## src/logic/charger_protection_consts.svh

```systemverilog
`ifndef CHARGER_PROTECTION_CONSTS_SVH
`define CHARGER_PROTECTION_CONSTS_SVH

// ----------------------------------------
// timing
// ----------------------------------------
`define CP_CLK_HZ 10000000
`define CP_THR_INTERVAL_MS 167
`define CP_THR_ON_US 1000
`define CP_DET_PERIOD_US 1000
`define CP_SHORT_TIMEOUT_US 30000
`define CP_TRICKLE_MIN 60

// ----------------------------------------
// register indices, byte address is four times
// ----------------------------------------
`define CP_IDX_CTRL 6'h07
`define CP_IDX_STATUS 6'h0B
`define CP_IDX_FAULT 6'h0D

// ----------------------------------------
// fields
// ----------------------------------------
`define CP_CTRL_THR_EN 0
`define CP_CTRL_CHG_EN 1
`define CP_CTRL_RESET 2'h2
`define CP_FLT_TSD 0
`define CP_FLT_WARN 1
`define CP_FLT_SHORT 2
`define CP_ST_ISO_LSB 0
`define CP_ST_CHG_LSB 2
`define CP_ST_THR_ACT 5
`define CP_ST_PACK_BAD 6
`define CP_ST_HOLD 7
`define CP_ST_NTC_100K 8
`define CP_ST_BETA_LSB 9

// ----------------------------------------
// charger status codes
// ----------------------------------------
`define CP_CHG_OFF 3'h0
`define CP_CHG_TRICKLE 3'h1
`define CP_CHG_FAST 3'h2
`define CP_CHG_DETECT 3'h3
`define CP_CHG_NO_BATT 3'h4
`define CP_CHG_SHORT 3'h5
`define CP_CHG_FAULT 3'h6

`endif

```

## src/logic/charger_protection_pkg.sv

```systemverilog
package charger_protection_pkg;

    // comparator levels from the analog side
    typedef struct packed {
        logic die_over_shutdown;
        logic die_below_falling;
        logic die_over_warning;
        logic input_valid;
        logic input_over_4v0;
        logic sys_below_bat;
        logic bat_over_dead;
        logic bat_over_sysreg;
        logic bat_over_2v5;
        logic bat_below_low;
        logic bat_over_high;
        logic bat_over_short;
        logic pack_cold;
        logic pack_hot;
    } cmp_t;

    typedef enum logic [1:0] {
        ISO_OFF,
        ISO_REGULATE,
        ISO_FULL
    } iso_mode_t;

    typedef enum logic [2:0] {
        ST_IDLE,
        ST_SINK,
        ST_SOURCE,
        ST_NO_BATT,
        ST_TRICKLE,
        ST_SHORT,
        ST_CHARGE,
        ST_FAULT
    } chg_state_t;

    // drive controls to the analog side
    typedef struct packed {
        logic charge_enable;
        logic trickle_enable;
        logic sink_enable;
        logic source_enable;
        logic thr_source;
    } drive_t;

endpackage : charger_protection_pkg

```

## src/logic/charger_protection_control.sv

```systemverilog
`timescale 1ns/100ps
`include "charger_protection_consts.svh"

module charger_protection_control #(
    parameter int unsigned DET_CYCLES =
        `CP_DET_PERIOD_US * (`CP_CLK_HZ / 1000000),
    parameter int unsigned SHORT_CYCLES =
        `CP_SHORT_TIMEOUT_US * (`CP_CLK_HZ / 1000000),
    parameter int unsigned THR_PERIOD_CYCLES =
        `CP_THR_INTERVAL_MS * (`CP_CLK_HZ / 1000),
    parameter int unsigned THR_ON_CYCLES =
        `CP_THR_ON_US * (`CP_CLK_HZ / 1000000),
    parameter longint unsigned TRICKLE_CYCLES =
        64'(`CP_TRICKLE_MIN) * 64'd60 * 64'(`CP_CLK_HZ),
    parameter bit NTC_100K = 1'b0,
    parameter logic [2:0] BETA_SEL = 3'h0
) (
    // clock and reset
    input wire logic mclk_i,
    input wire logic srst_i,
    // apb slave
    input wire logic psel_i,
    input wire logic penable_i,
    input wire logic pwrite_i,
    input wire logic [7:0] paddr_i,
    input wire logic [31:0] pwdata_i,
    output logic [31:0] prdata_o,
    output logic pready_o,
    output logic pslverr_o,
    // analog comparators, asynchronous
    input wire charger_protection_pkg::cmp_t cmp_i,
    // analog controls
    output charger_protection_pkg::drive_t drive_o,
    output charger_protection_pkg::iso_mode_t iso_mode_o
);

    localparam int CW = $bits(charger_protection_pkg::cmp_t);

    // ----------------------------------------
    // comparator synchronisers
    // ----------------------------------------
    logic [CW-1:0] sync1;
    logic [CW-1:0] sync2;
    logic [CW-1:0] sync3;
    logic [CW-1:0] filt;
    charger_protection_pkg::cmp_t cmp;

    always_ff @(posedge mclk_i)
    begin
        sync1 <= cmp_i;
        sync2 <= sync1;
        sync3 <= sync2;
    end

    // change counts once stages two and three agree
    always_ff @(posedge mclk_i)
    begin
        if (srst_i)
            filt <= '0;
        else
            filt <= (sync2 & sync3) | (filt & (sync2 ^ sync3));
    end

    assign cmp = filt;

    // ----------------------------------------
    // apb decode
    // ----------------------------------------
    logic [31:0] rd_word;
    logic [5:0] reg_idx;
    logic acc;
    logic wr_ctrl;
    logic wr_fault;
    logic mapped;

    assign reg_idx = paddr_i[7:2];
    assign acc = psel_i & penable_i & pready_o;
    assign mapped = (reg_idx == `CP_IDX_CTRL) || (reg_idx == `CP_IDX_STATUS)
        || (reg_idx == `CP_IDX_FAULT);
    assign wr_ctrl = acc & pwrite_i & (reg_idx == `CP_IDX_CTRL);
    assign wr_fault = acc & pwrite_i & (reg_idx == `CP_IDX_FAULT);

    // ----------------------------------------
    // control register
    // ----------------------------------------
    logic [1:0] ctrl;

    always_ff @(posedge mclk_i)
    begin
        if (srst_i)
            ctrl <= `CP_CTRL_RESET;
        else if (wr_ctrl)
            ctrl <= pwdata_i[1:0];
    end

    // ----------------------------------------
    // fault flags, set wins over clear
    // ----------------------------------------
    logic [2:0] fault;
    logic [2:0] fault_set;
    logic [2:0] fault_clr;
    logic short_event;

    assign fault_clr = wr_fault ? pwdata_i[2:0] : 3'h0;
    assign fault_set[`CP_FLT_TSD] = cmp.die_over_shutdown;
    assign fault_set[`CP_FLT_WARN] = cmp.die_over_warning;
    assign fault_set[`CP_FLT_SHORT] = short_event;

    always_ff @(posedge mclk_i)
    begin
        if (srst_i)
            fault <= 3'h0;
        else
            fault <= fault_set | (fault & ~fault_clr);
    end

    // charger stays down until cool and flag clear
    logic hot_hold;

    always_ff @(posedge mclk_i)
    begin
        if (srst_i)
            hot_hold <= 1'b0;
        else if (cmp.die_over_shutdown)
            hot_hold <= 1'b1;
        else if (cmp.die_below_falling && !fault[`CP_FLT_TSD])
            hot_hold <= 1'b0;
    end

    // ----------------------------------------
    // detection and charge sequence
    // ----------------------------------------
    charger_protection_pkg::chg_state_t state;
    charger_protection_pkg::chg_state_t next_state;
    logic [31:0] phase_cnt;
    logic [39:0] trk_cnt;
    logic det_done;
    logic short_done;
    logic trk_done;
    logic recover;

    assign det_done = phase_cnt >= 32'(DET_CYCLES - 1);
    assign short_done = phase_cnt >= 32'(SHORT_CYCLES - 1);
    assign trk_done = trk_cnt >= 40'(TRICKLE_CYCLES - 1);
    assign recover = wr_fault && (pwdata_i[2:0] != 3'h0);
    assign short_event = (state == charger_protection_pkg::ST_TRICKLE)
        && short_done && !cmp.bat_over_short;

    always_comb
    begin
        next_state = state;
        case (state)
            charger_protection_pkg::ST_IDLE:
                next_state = charger_protection_pkg::ST_SINK;
            charger_protection_pkg::ST_SINK:
                if (det_done)
                    next_state = cmp.bat_below_low ? charger_protection_pkg::ST_SOURCE
                        : charger_protection_pkg::ST_CHARGE;
            charger_protection_pkg::ST_SOURCE:
                if (cmp.bat_over_high)
                    next_state = charger_protection_pkg::ST_NO_BATT;
                else if (det_done)
                    next_state = charger_protection_pkg::ST_TRICKLE;
            charger_protection_pkg::ST_NO_BATT:
                next_state = charger_protection_pkg::ST_NO_BATT;
            charger_protection_pkg::ST_TRICKLE:
                if (short_event)
                    next_state = charger_protection_pkg::ST_SHORT;
                else if (trk_done)
                    next_state = charger_protection_pkg::ST_FAULT;
                else if (cmp.bat_over_dead)
                    next_state = charger_protection_pkg::ST_CHARGE;
            charger_protection_pkg::ST_SHORT:
                if (trk_done)
                    next_state = charger_protection_pkg::ST_FAULT;
            charger_protection_pkg::ST_CHARGE:
                next_state = charger_protection_pkg::ST_CHARGE;
            charger_protection_pkg::ST_FAULT:
                if (recover)
                    next_state = charger_protection_pkg::ST_IDLE;
            default:
                next_state = charger_protection_pkg::ST_IDLE;
        endcase
        if (!cmp.input_valid)
            next_state = charger_protection_pkg::ST_IDLE;
    end

    always_ff @(posedge mclk_i)
    begin
        if (srst_i)
            state <= charger_protection_pkg::ST_IDLE;
        else if (!cmp.input_valid || !hot_hold || state == charger_protection_pkg::ST_FAULT)
            state <= next_state;
    end

    // phase counter restarts on every state change
    always_ff @(posedge mclk_i)
    begin
        if (srst_i || next_state != state)
            phase_cnt <= 32'h0;
        else if (!(det_done && short_done))
            phase_cnt <= phase_cnt + 32'h1;
    end

    // trickle timer runs through trickle and short
    always_ff @(posedge mclk_i)
    begin
        if (srst_i)
            trk_cnt <= 40'h0;
        else if (state != charger_protection_pkg::ST_TRICKLE
            && state != charger_protection_pkg::ST_SHORT)
            trk_cnt <= 40'h0;
        else if (!trk_done)
            trk_cnt <= trk_cnt + 40'h1;
    end

    // ----------------------------------------
    // thermistor excitation
    // ----------------------------------------
    logic [31:0] thr_cnt;
    logic thr_active;
    logic thr_window;
    logic thr_sample;
    logic pack_bad;

    assign thr_active = cmp.input_over_4v0 ? 1'b1
        : (cmp.bat_over_2v5 & ctrl[`CP_CTRL_THR_EN]);
    assign thr_window = thr_active && (thr_cnt < 32'(THR_ON_CYCLES));
    assign thr_sample = thr_active && (thr_cnt == 32'(THR_ON_CYCLES - 1));

    always_ff @(posedge mclk_i)
    begin
        if (srst_i || !thr_active || thr_cnt >= 32'(THR_PERIOD_CYCLES - 1))
            thr_cnt <= 32'h0;
        else
            thr_cnt <= thr_cnt + 32'h1;
    end

    // an open pin shows as cold at the comparator
    always_ff @(posedge mclk_i)
    begin
        if (srst_i || !thr_active)
            pack_bad <= 1'b0;
        else if (thr_sample)
            pack_bad <= cmp.pack_cold | cmp.pack_hot;
    end

    // ----------------------------------------
    // isolation switch mode
    // ----------------------------------------
    charger_protection_pkg::iso_mode_t next_iso;

    always_comb
    begin
        if (!cmp.input_valid)
            next_iso = charger_protection_pkg::ISO_FULL;
        else if (state == charger_protection_pkg::ST_SHORT)
            next_iso = charger_protection_pkg::ISO_OFF;
        else if (cmp.sys_below_bat)
            next_iso = charger_protection_pkg::ISO_FULL;
        else if (state == charger_protection_pkg::ST_TRICKLE)
            next_iso = charger_protection_pkg::ISO_OFF;
        else if (cmp.bat_over_sysreg)
            next_iso = charger_protection_pkg::ISO_FULL;
        else if (cmp.bat_over_dead)
            next_iso = charger_protection_pkg::ISO_REGULATE;
        else
            next_iso = charger_protection_pkg::ISO_OFF;
    end

    // ----------------------------------------
    // analog drives
    // ----------------------------------------
    charger_protection_pkg::drive_t next_drive;
    logic chg_allowed;

    assign chg_allowed = !hot_hold && !pack_bad && ctrl[`CP_CTRL_CHG_EN];

    always_comb
    begin
        next_drive.charge_enable = chg_allowed
            && (state == charger_protection_pkg::ST_CHARGE
            || state == charger_protection_pkg::ST_TRICKLE
            || state == charger_protection_pkg::ST_SHORT);
        next_drive.trickle_enable = chg_allowed
            && (state == charger_protection_pkg::ST_TRICKLE
            || state == charger_protection_pkg::ST_SHORT);
        next_drive.sink_enable = (state == charger_protection_pkg::ST_SINK);
        next_drive.source_enable = (state == charger_protection_pkg::ST_SOURCE);
        next_drive.thr_source = thr_window;
    end

    always_ff @(posedge mclk_i)
    begin
        if (srst_i)
        begin
            drive_o <= '0;
            iso_mode_o <= charger_protection_pkg::ISO_FULL;
        end
        else
        begin
            drive_o <= next_drive;
            iso_mode_o <= next_iso;
        end
    end

    // ----------------------------------------
    // status and read data
    // ----------------------------------------
    logic [2:0] chg_code;
    logic [31:0] status_word;

    always_comb
    begin
        case (state)
            charger_protection_pkg::ST_SINK: chg_code = `CP_CHG_DETECT;
            charger_protection_pkg::ST_SOURCE: chg_code = `CP_CHG_DETECT;
            charger_protection_pkg::ST_NO_BATT: chg_code = `CP_CHG_NO_BATT;
            charger_protection_pkg::ST_TRICKLE: chg_code = `CP_CHG_TRICKLE;
            charger_protection_pkg::ST_SHORT: chg_code = `CP_CHG_SHORT;
            charger_protection_pkg::ST_CHARGE: chg_code = `CP_CHG_FAST;
            charger_protection_pkg::ST_FAULT: chg_code = `CP_CHG_FAULT;
            default: chg_code = `CP_CHG_OFF;
        endcase
    end

    always_comb
    begin
        status_word = 32'h0;
        status_word[`CP_ST_ISO_LSB +: 2] = iso_mode_o;
        status_word[`CP_ST_CHG_LSB +: 3] = chg_code;
        status_word[`CP_ST_THR_ACT] = thr_active;
        status_word[`CP_ST_PACK_BAD] = pack_bad;
        status_word[`CP_ST_HOLD] = hot_hold;
        status_word[`CP_ST_NTC_100K] = NTC_100K;
        status_word[`CP_ST_BETA_LSB +: 3] = BETA_SEL;
    end

    assign rd_word = (reg_idx == `CP_IDX_CTRL) ? {30'h0, ctrl}
        : (reg_idx == `CP_IDX_FAULT) ? {29'h0, fault}
        : (reg_idx == `CP_IDX_STATUS) ? status_word
        : 32'h0;

    // one wait state, answer in second access cycle
    always_ff @(posedge mclk_i)
    begin
        if (srst_i)
        begin
            pready_o <= 1'b0;
            prdata_o <= 32'h0;
            pslverr_o <= 1'b0;
        end
        else
        begin
            pready_o <= psel_i & penable_i & ~pready_o;
            prdata_o <= (psel_i & penable_i & ~pready_o & ~pwrite_i) ? rd_word : 32'h0;
            pslverr_o <= psel_i & penable_i & ~pready_o & ~mapped;
        end
    end

endmodule : charger_protection_control

```

## config.mk

```make
export PLATFORM = sky130hd
export DESIGN_NAME = charger_protection_control
export DESIGN_NICKNAME = d
export VERILOG_FILES = /design/src/logic/charger_protection_pkg.sv /design/src/logic/charger_protection_control.sv
export VERILOG_INCLUDE_DIRS = /design/src /design/src/logic
export SDC_FILE = /design/constraint.sdc
export NUM_CORES = 1
export LEC_CHECK = 0
export ABC_AREA = 1
export BUFFER_PORTS_ARGS = -buffer_cell sky130_fd_sc_hd__buf_2
export CORE_UTILIZATION = 55
export DETAILED_ROUTE_END_ITERATION = 8
export PLACE_DENSITY = 0.72
export SYNTH_ARGS = -nofsm -noshare
export SYNTH_HDL_FRONTEND = slang
export SYNTH_SLANG_ARGS = --single-unit
```

## constraint.sdc

```tcl
create_clock -name mclk_i -period 5.3 [get_ports mclk_i]
set_clock_uncertainty 0.1 [all_clocks]
set_input_delay 1.06 -clock mclk_i [delete_from_list [all_inputs] [get_ports mclk_i]]
set_output_delay 1.06 -clock mclk_i [all_outputs]
set_load 0.01 [all_outputs]
```

==> results of run 1 <==
## area by class of cell
type	instances	share of cell area, %
tap	184	2.53
sequential	187	41.1
multi-input combinational	681	40.5
clock inverter	14	1.85
clock buffer	18	4.82
inverter	164	6.75
timing repair buffer	45	2.50
## where the power goes
part           switching (W)  leakage, nW   total, W  internal [W]
clock               0.000614        0.293    0.00126      0.000649
combinational      0.0000596         1.77  0.0000887     0.0000291
sequential         0.0000159         1.53    0.00145       0.00144
## critical path: stages
cell     delay, ps
buf_2           90
nor2_1         120
nand2_1        120
nor2_4         150
nand3_1        100
nand3_1        140
nand2_1         70
nor2_1          80
nand3_1         90
nand2_1        100
nand2_1         60
nand3_1        120
nor2_4          60
nand2_4        640
nor2_1         100
## path summary, 6_finish.rpt
| kind | from | to | slack, ps | cells after the start |
|---|---|---|---|---|
| max reg2reg | phase_cnt[0] | phase_cnt[0] | 2520 | 16 |
| max | paddr_i[7] | phase_cnt[0] | 2350 | 15 |
| min reg2reg | sync1[5] | sync2[5] | 230 | 0 |
| min | sync1[5] | sync2[5] | 230 | 0 |
## sequential cells by signal, summed over array words and instances, names as in the netlist, 2 cells and up
register	flops
trk_cnt	40
phase_cnt	32
thr_cnt	32
iso_mode_o	2
sync3	14
state	3
sync2	14
sync1	14
cmp	14
ctrl	2
prdata_o	8
drive_o	5
fault	3
## metal layers
layer | vias to the layer above | track usage, % | wire, um
met4 | 0 | 7.94 | 245
li1 | 3383 | - | -
met3 | 21 | 4.60 | 426
met2 | 117 | 34.1 | 7180
met5 | - | 0 | 0
met1 | 2911 | 26.0 | 7070
## cell usage in the layout, fill, tap and decap left out, types with 4 or more instances in the layout
cell type / instances
nand3_2: 4
nor2_4: 34
buf_2: 44
a21oi_1: 55
nand2_1: 149
o211ai_1: 4
nor3_2: 6
clkbuf_16: 17
inv_2: 21
nand4_1: 19
nand3_1: 60
xor2_1: 18
inv_1: 143
o21ai_0: 34
nor3_1: 44
nand2_2: 9
inv_8: 4
ha_1: 17
nor2_2: 9
nor2_1: 132
clkinv_8: 5
nor4_1: 9
nor3b_1: 6
conb_1: 35
xnor2_1: 5
dfxtp_1: 187
## cells by family after synthesis
group	Yosys count	share of synthesized area (%)
compound gates	111	7.47
xor+xnor	23	2.45
fa+ha+maj	17	2.59
buf+inv	204	11.1
flops	187	45.5
other cells	1	0.0456
simple gates	495	30.8
## through the flow
stage | area [um2] | util (%)
CTS | 9120 | 62.5
detailed placement | 8510 | 58.3
global route | 9120 | 62.5
floorplan | 8350 | -
finish | 9120 | 62.5
global placement | 8510 | 58.3
==> results.md, run 1 <==
- #FFs+latches synth: 187
- Cell count after placement: 1,261
- First-pass GRT wire length: 26,500 um
- Max-slew violations: 0
- Max Cap Viol: 0
- IO Pins: 100
- Arrival time of the worst setup path: 3140 ps
- Setup ws final: 2350 ps
- CTS H-Tree Depth: 4
- Dpl ws: 1960 ps
- Most instantiated cells after synthesis: dfxtp_1 (187), nand2_1 (149), inv_1 (143)
- Clock sink count: 187
- Final ANT Viol Nets: 0
- Mapped Area: 8220 um2
- Via count: 6,432
- WL final: 14,900 um
- Initial Utilization: 56.4%
- Root Buffer: clkbuf_16
- Synth cell types: 49
- Die width: 124 um
- Setup bufs post-CTS: 0
- Worst vdd ir: 0.336 mV
- CP Launch Type: input port
- Mapped Cells: 1,038
- Row count: 44
- Non-filler cells, final: 1,293
- Status: finished, final reports clean
- Diodes inserted: 0
- Pwr dens: 308 nW/um2
- Seq. cell area: 3740 um2
- Clk_lat worst skew: 430 ps
- DRT Pass-1 Iters: 8
- Relative slew slack: 39.6%
- Die H: 124 um
- CTS tree: yes
- Clock Path Buffers: 2
- Worst Hold Class: reg -> reg
- Worst-Margin Slew: 906 ps
- Layout cells sized above 1: 15.3%
- Share of the synthesized area in the top cell type: 45.5%
- WP data required: 5490 ps
- Gr usage total: 20.6%
- Pin count of the biggest net entering global routing: 33
- Sum Neg Setup Slack: 0 ps
- Seq/Total Area, Yosys: 45.5%
- HPWL reported at the end of detailed placement: 10,500 um
- Gr ovfl total: 0
- Fmax: 339 MHz
- Routed len/inst: 11.5 um
- Static Leak: 3.60 nW
- Post-synth top flop: dfxtp_1
- Pwr Total: 0.00280 W
- Post-synth ARST share: 0%
- Area of the core: 14,600 um2
- Crit Path Max Fanout: 32
- Setup violators final: 0
- CTS Hold Bufs: 0
- Post-cts sizing count: 0
- Die area: 15,400 um2
- Synth warn: 0
- Critical path type: in -> reg
- Fin Hold WS: 226 ps
- Worst Setup End Kind: flip-flop
- Worst-path clk slew: 70 ps
- Final Hold Viols: 0
- 1st-iter DRT viols: 388
- Vias in the first global route: 5,974
- Nets: 1,172
- Footprint of the multi-input gates: 3690 um2
- Buffers added on ports: 44
- Syn Area/Cell: 7.92 um2
- Initial antenna violation count: 0
- Top area cells in the synthesized netlist: dfxtp_1 (46%), nand2_1 (6.8%), inv_1 (6.5%)
- CTS Buf Count: 17
- DR vias/cell: 4.97
- RSZ-0062 raised after global routing: no
- Period utilisation layout: 55.7%
- Fill count: 1,278
- Period minus WS final: 2950 ps
- RD Place Congestion: 0.881
- EDFF count, synth: 0
- Number of remaining DRC errors: 0
- Area growth syn-to-layout: 10.9%
- Count leader, synth: dfxtp_1
- Leading area contributor after synthesis: dfxtp_1
Note: power is estimated with default switching activity, not from simulation.
==> run 2, diff against run 1 <==
ABC_AREA = 0   (was 1)
CORE_UTILIZATION = 51   (was 55)
PLACE_DENSITY = 0.71   (was 0.72)
clock period = 2.5 ns   (was 5.3 ns; I/O delays follow)
==> run 2 against run 1 <==
  * Critical path depth shrank 7
  * Wire length grew 0.21%
  * Largest cell class unchanged
  * Die area fell by 4.2%
  * Clock power grew 120%
  * Non-clock buffer count up 41
  * Area after synthesis decreased by 11%
  * Cell count down 18%
  * Design area is 5.5% lower
  * Critical endpoint is now trk_cnt[30]
  * Sequential share of layout area is 2.4 points higher
  * Synthesized cell count decreased by 25%
  * Flip-flop and latch count unchanged
==> results.md, run 2 <==
- Final Cell Area: 8620 um2 (-5.5%)
- Final ANT Viol Nets: 0 (unchanged)
- Mapped Area: 7300 um2 (-11%)
- Max Cap Viol: 0 (unchanged)
- Cell count after placement: 1,023 (-19%)
- Worst-path clk slew: 70 ps (about the same)
- Initial antenna violation count: 0 (unchanged)
- Diodes inserted: 0 (unchanged)
- Nets: 944 (-19%)
- Most frequent cells in the layout: dfxtp_1 (184), nor2_1 (83), a21oi_1 (48), buf_2 (44), nand2_1 (43)
- 1st-iter DRT viols: 564 (+45%)
- Fmax: 411 MHz
- CTS tree: yes
- Pin count of the biggest net entering global routing: 33 (unchanged)
- Cell Chain, Critical Path: and4_4 -> nand4_4 -> or4_4 -> nor3_4 -> nand4_1 -> buf_4 -> or3_1 -> a21oi_1
- Worst Setup End Kind: flip-flop
- Area of the core: 13,900 um2 (-4.5%)
- DP Area: 7880 um2 (-7.4%)
- Max-slew violations: 0 (unchanged)
- Root Buffer: clkbuf_16
- Non-filler cells, final: 1,061 (-18%)
- Seq/Total Area, Yosys: 51.3% (+5.8 points)
- Utilization after layout: 61.8% (-0.65 points)
- Count leader, synth: dfxtp_1
- CP Launch Type: flip-flop
- Die area: 14,800 um2 (-4.2%)
- Synth warn: 0 (unchanged)
- Buffers added on ports: 44 (unchanged)
- Row count: 43 (-2.3%)
- Post-synth top flop: dfxtp_1
- Syn Area/Cell: 9.36 um2 (+18%)
- Worst-Margin Slew: 595 ps (-311 ps)
- CTS Buf Count: 17 (unchanged)
- Number of remaining DRC errors: 0 (unchanged)
- Bufs and invs on worst path: 1 (unchanged)
- Crit Path Max Fanout: 11 (-66%)
- Static Leak: 3.27 nW (-9.0%)
- Pwr dens: 694 nW/um2 (+130%)
- Setup ws final: 69.2 ps (-2280 ps)
- Critical path type: reg -> reg
- Top area cells in the synthesized netlist: dfxtp_1 (51%), nor2_1 (4.3%), a21oi_1 (3.3%)
- Critical path's top delay family: simple AND/OR/NAND/NOR gates
- RD Place Congestion: 0.921 (+4.5%)
- Arrival time of the worst setup path: 2700 ps (-440 ps)
- Most instantiated cells after synthesis: dfxtp_1 (187), nor2_1 (83), a21oi_1 (48)
- CTS H-Tree Depth: 4 (unchanged)
- Final Hold Viols: 0 (unchanged)
- HPWL reported at the end of detailed placement: 10,100 um (-3.5%)
- EDFF count, synth: 0 (unchanged)
- Clk_lat worst skew: 430 ps (about the same)
- Routed len/inst: 14.1 um (+22%)
- WL final: 14,900 um (+0.21%)
- WP data required: 2770 ps (-2720 ps)
- IO Pins: 100 (unchanged)
- Relative slew slack: 60.2% (+21 points)
- Period minus WS final: 2430 ps
- Die width: 122 um (-2.1%)
- Via count: 5,883 (-8.5%)
- Layout cells sized above 1: 15.9% (+0.56 points)
- Gr usage total: 20.9% (+0.29 points)
- Most common library cell in the layout ignoring fill and taps: dfxtp_1
- Gr ovfl total: 0 (unchanged)
- Vias in the first global route: 5,494 (-8.0%)
- #FFs+latches synth: 187 (unchanged)
- Status: finished, final reports clean
- Share of the synthesized area in the top cell type: 51.3% (+5.8 points)
- Setup violators final: 0 (unchanged)
- Max FFs per register: 40 (unchanged)
- Initial Utilization: 52.4% (-4.0 points)
- Critical Path Max Stage Delay: 520 ps (-120 ps)
- DR vias/cell: 5.54 (+11%)
- Area growth syn-to-layout: 18.1%
- Biggest regs: trk_cnt: 40 flops, phase_cnt: 32 flops, thr_cnt: 32 flops
- Clock sink count: 187 (unchanged)
- Mapped Cells: 780 (-25%)
- Synth cell types: 64 (+31%)
- Post-synth ARST share: 0% (unchanged)
- DRT Pass-1 Iters: 5 (-3)
- Dpl ws: -19.7 ps (-1980 ps)
- CP max stage cell: or4_4
- Clock Path Buffers: 2 (unchanged)
- Die H: 122 um (-2.1%)
- Top reg by flops: trk_cnt
- Period utilisation layout: 97.2%
- First-pass GRT wire length: 24,600 um (-7.1%)
- Worst Hold Class: in -> reg
- RSZ-0062 raised after global routing: yes
- Worst vdd ir: 0.601 mV (+79%)
- Leading area contributor after synthesis: dfxtp_1
run 2: cell count changes after synthesis, moves of 21 or more:
cell	before	now
nand2_1	149	43
nor2_4	34	0
inv_2	21	0
nand3_1	60	33
nor2_1	132	83
or3_1	0	24
inv_1	143	18
run 2: cells by family (layout without fill, tap and decap cells):
family | after synthesis | count (layout) | synth area share [%]
simple gates | 335 | 335 | 24.7
other cells | 1 | 35 | 0.0514
fa+ha+maj | 17 | 17 | 2.91
flops | 187 | 187 | 51.3
xor+xnor | 42 | 42 | 5.04
buf+inv | 69 | 136 | 4.92
mux | 3 | 3 | 0.411
compound gates | 126 | 126 | 10.6
run 2: routing by layer:
metal	share of wire (%)	wire [um]	vias up	track usage, %
li1	-	-	2911	-
met1	46	6920	2811	26.7
met2	48	7180	140	34.4
met3	4.1	609	21	4.49
met4	1.6	235	0	8.02
met5	0	0	-	0
run 2: cell type report:
type,instances,area [um2]
multi-input cells,558,3390
clock buffers,17,425
fillers,1144,5320
well taps,180,225
inverters,18,67.6
flip-flops and latches,187,3750
clock inverters,15,178
repair buffers,86,586
run 2: what timing repair did:
item / CTS / global route
gates resized for setup: 1 / 15
buffers inserted: 0 / 5
hold buffers: 0 / 0
pin swaps: 0 / 6
endpoints found under the setup margin: 1 / 81
cloned: 0 / 1
run 2: final timing paths:
kind,start,endpoint,slack (ps),depth (start not counted)
setup / recovery,trk_cnt[11],trk_cnt[30],70,8
setup reg to reg,trk_cnt[11],trk_cnt[30],70,8
hold reg to reg,sync1[11],sync2[11],230,0
hold / removal,cmp_i[9],sync1[9],60,1
run 2: stage by stage:
step | TNS [ps] | power (W) | hold WS, ps
2_1_floorplan | 0 | 0.00328 | 210
3_3_place_gp | 0 | 0.00332 | 210
3_5_place_dp | -19.7 | 0.00332 | 212
4_1_cts | 0 | 0.00602 | 48.2
5_1_grt | -371 | 0.00618 | 43.8
6_report | 0 | 0.00598 | 61.8
run 2: power by group:
group	internal (W)	switching [W]	total [W]
combinational	0.0000737	0.000106	0.000179
clock	0.00144	0.00128	0.00272
sequential	0.00305	0.0000363	0.00308
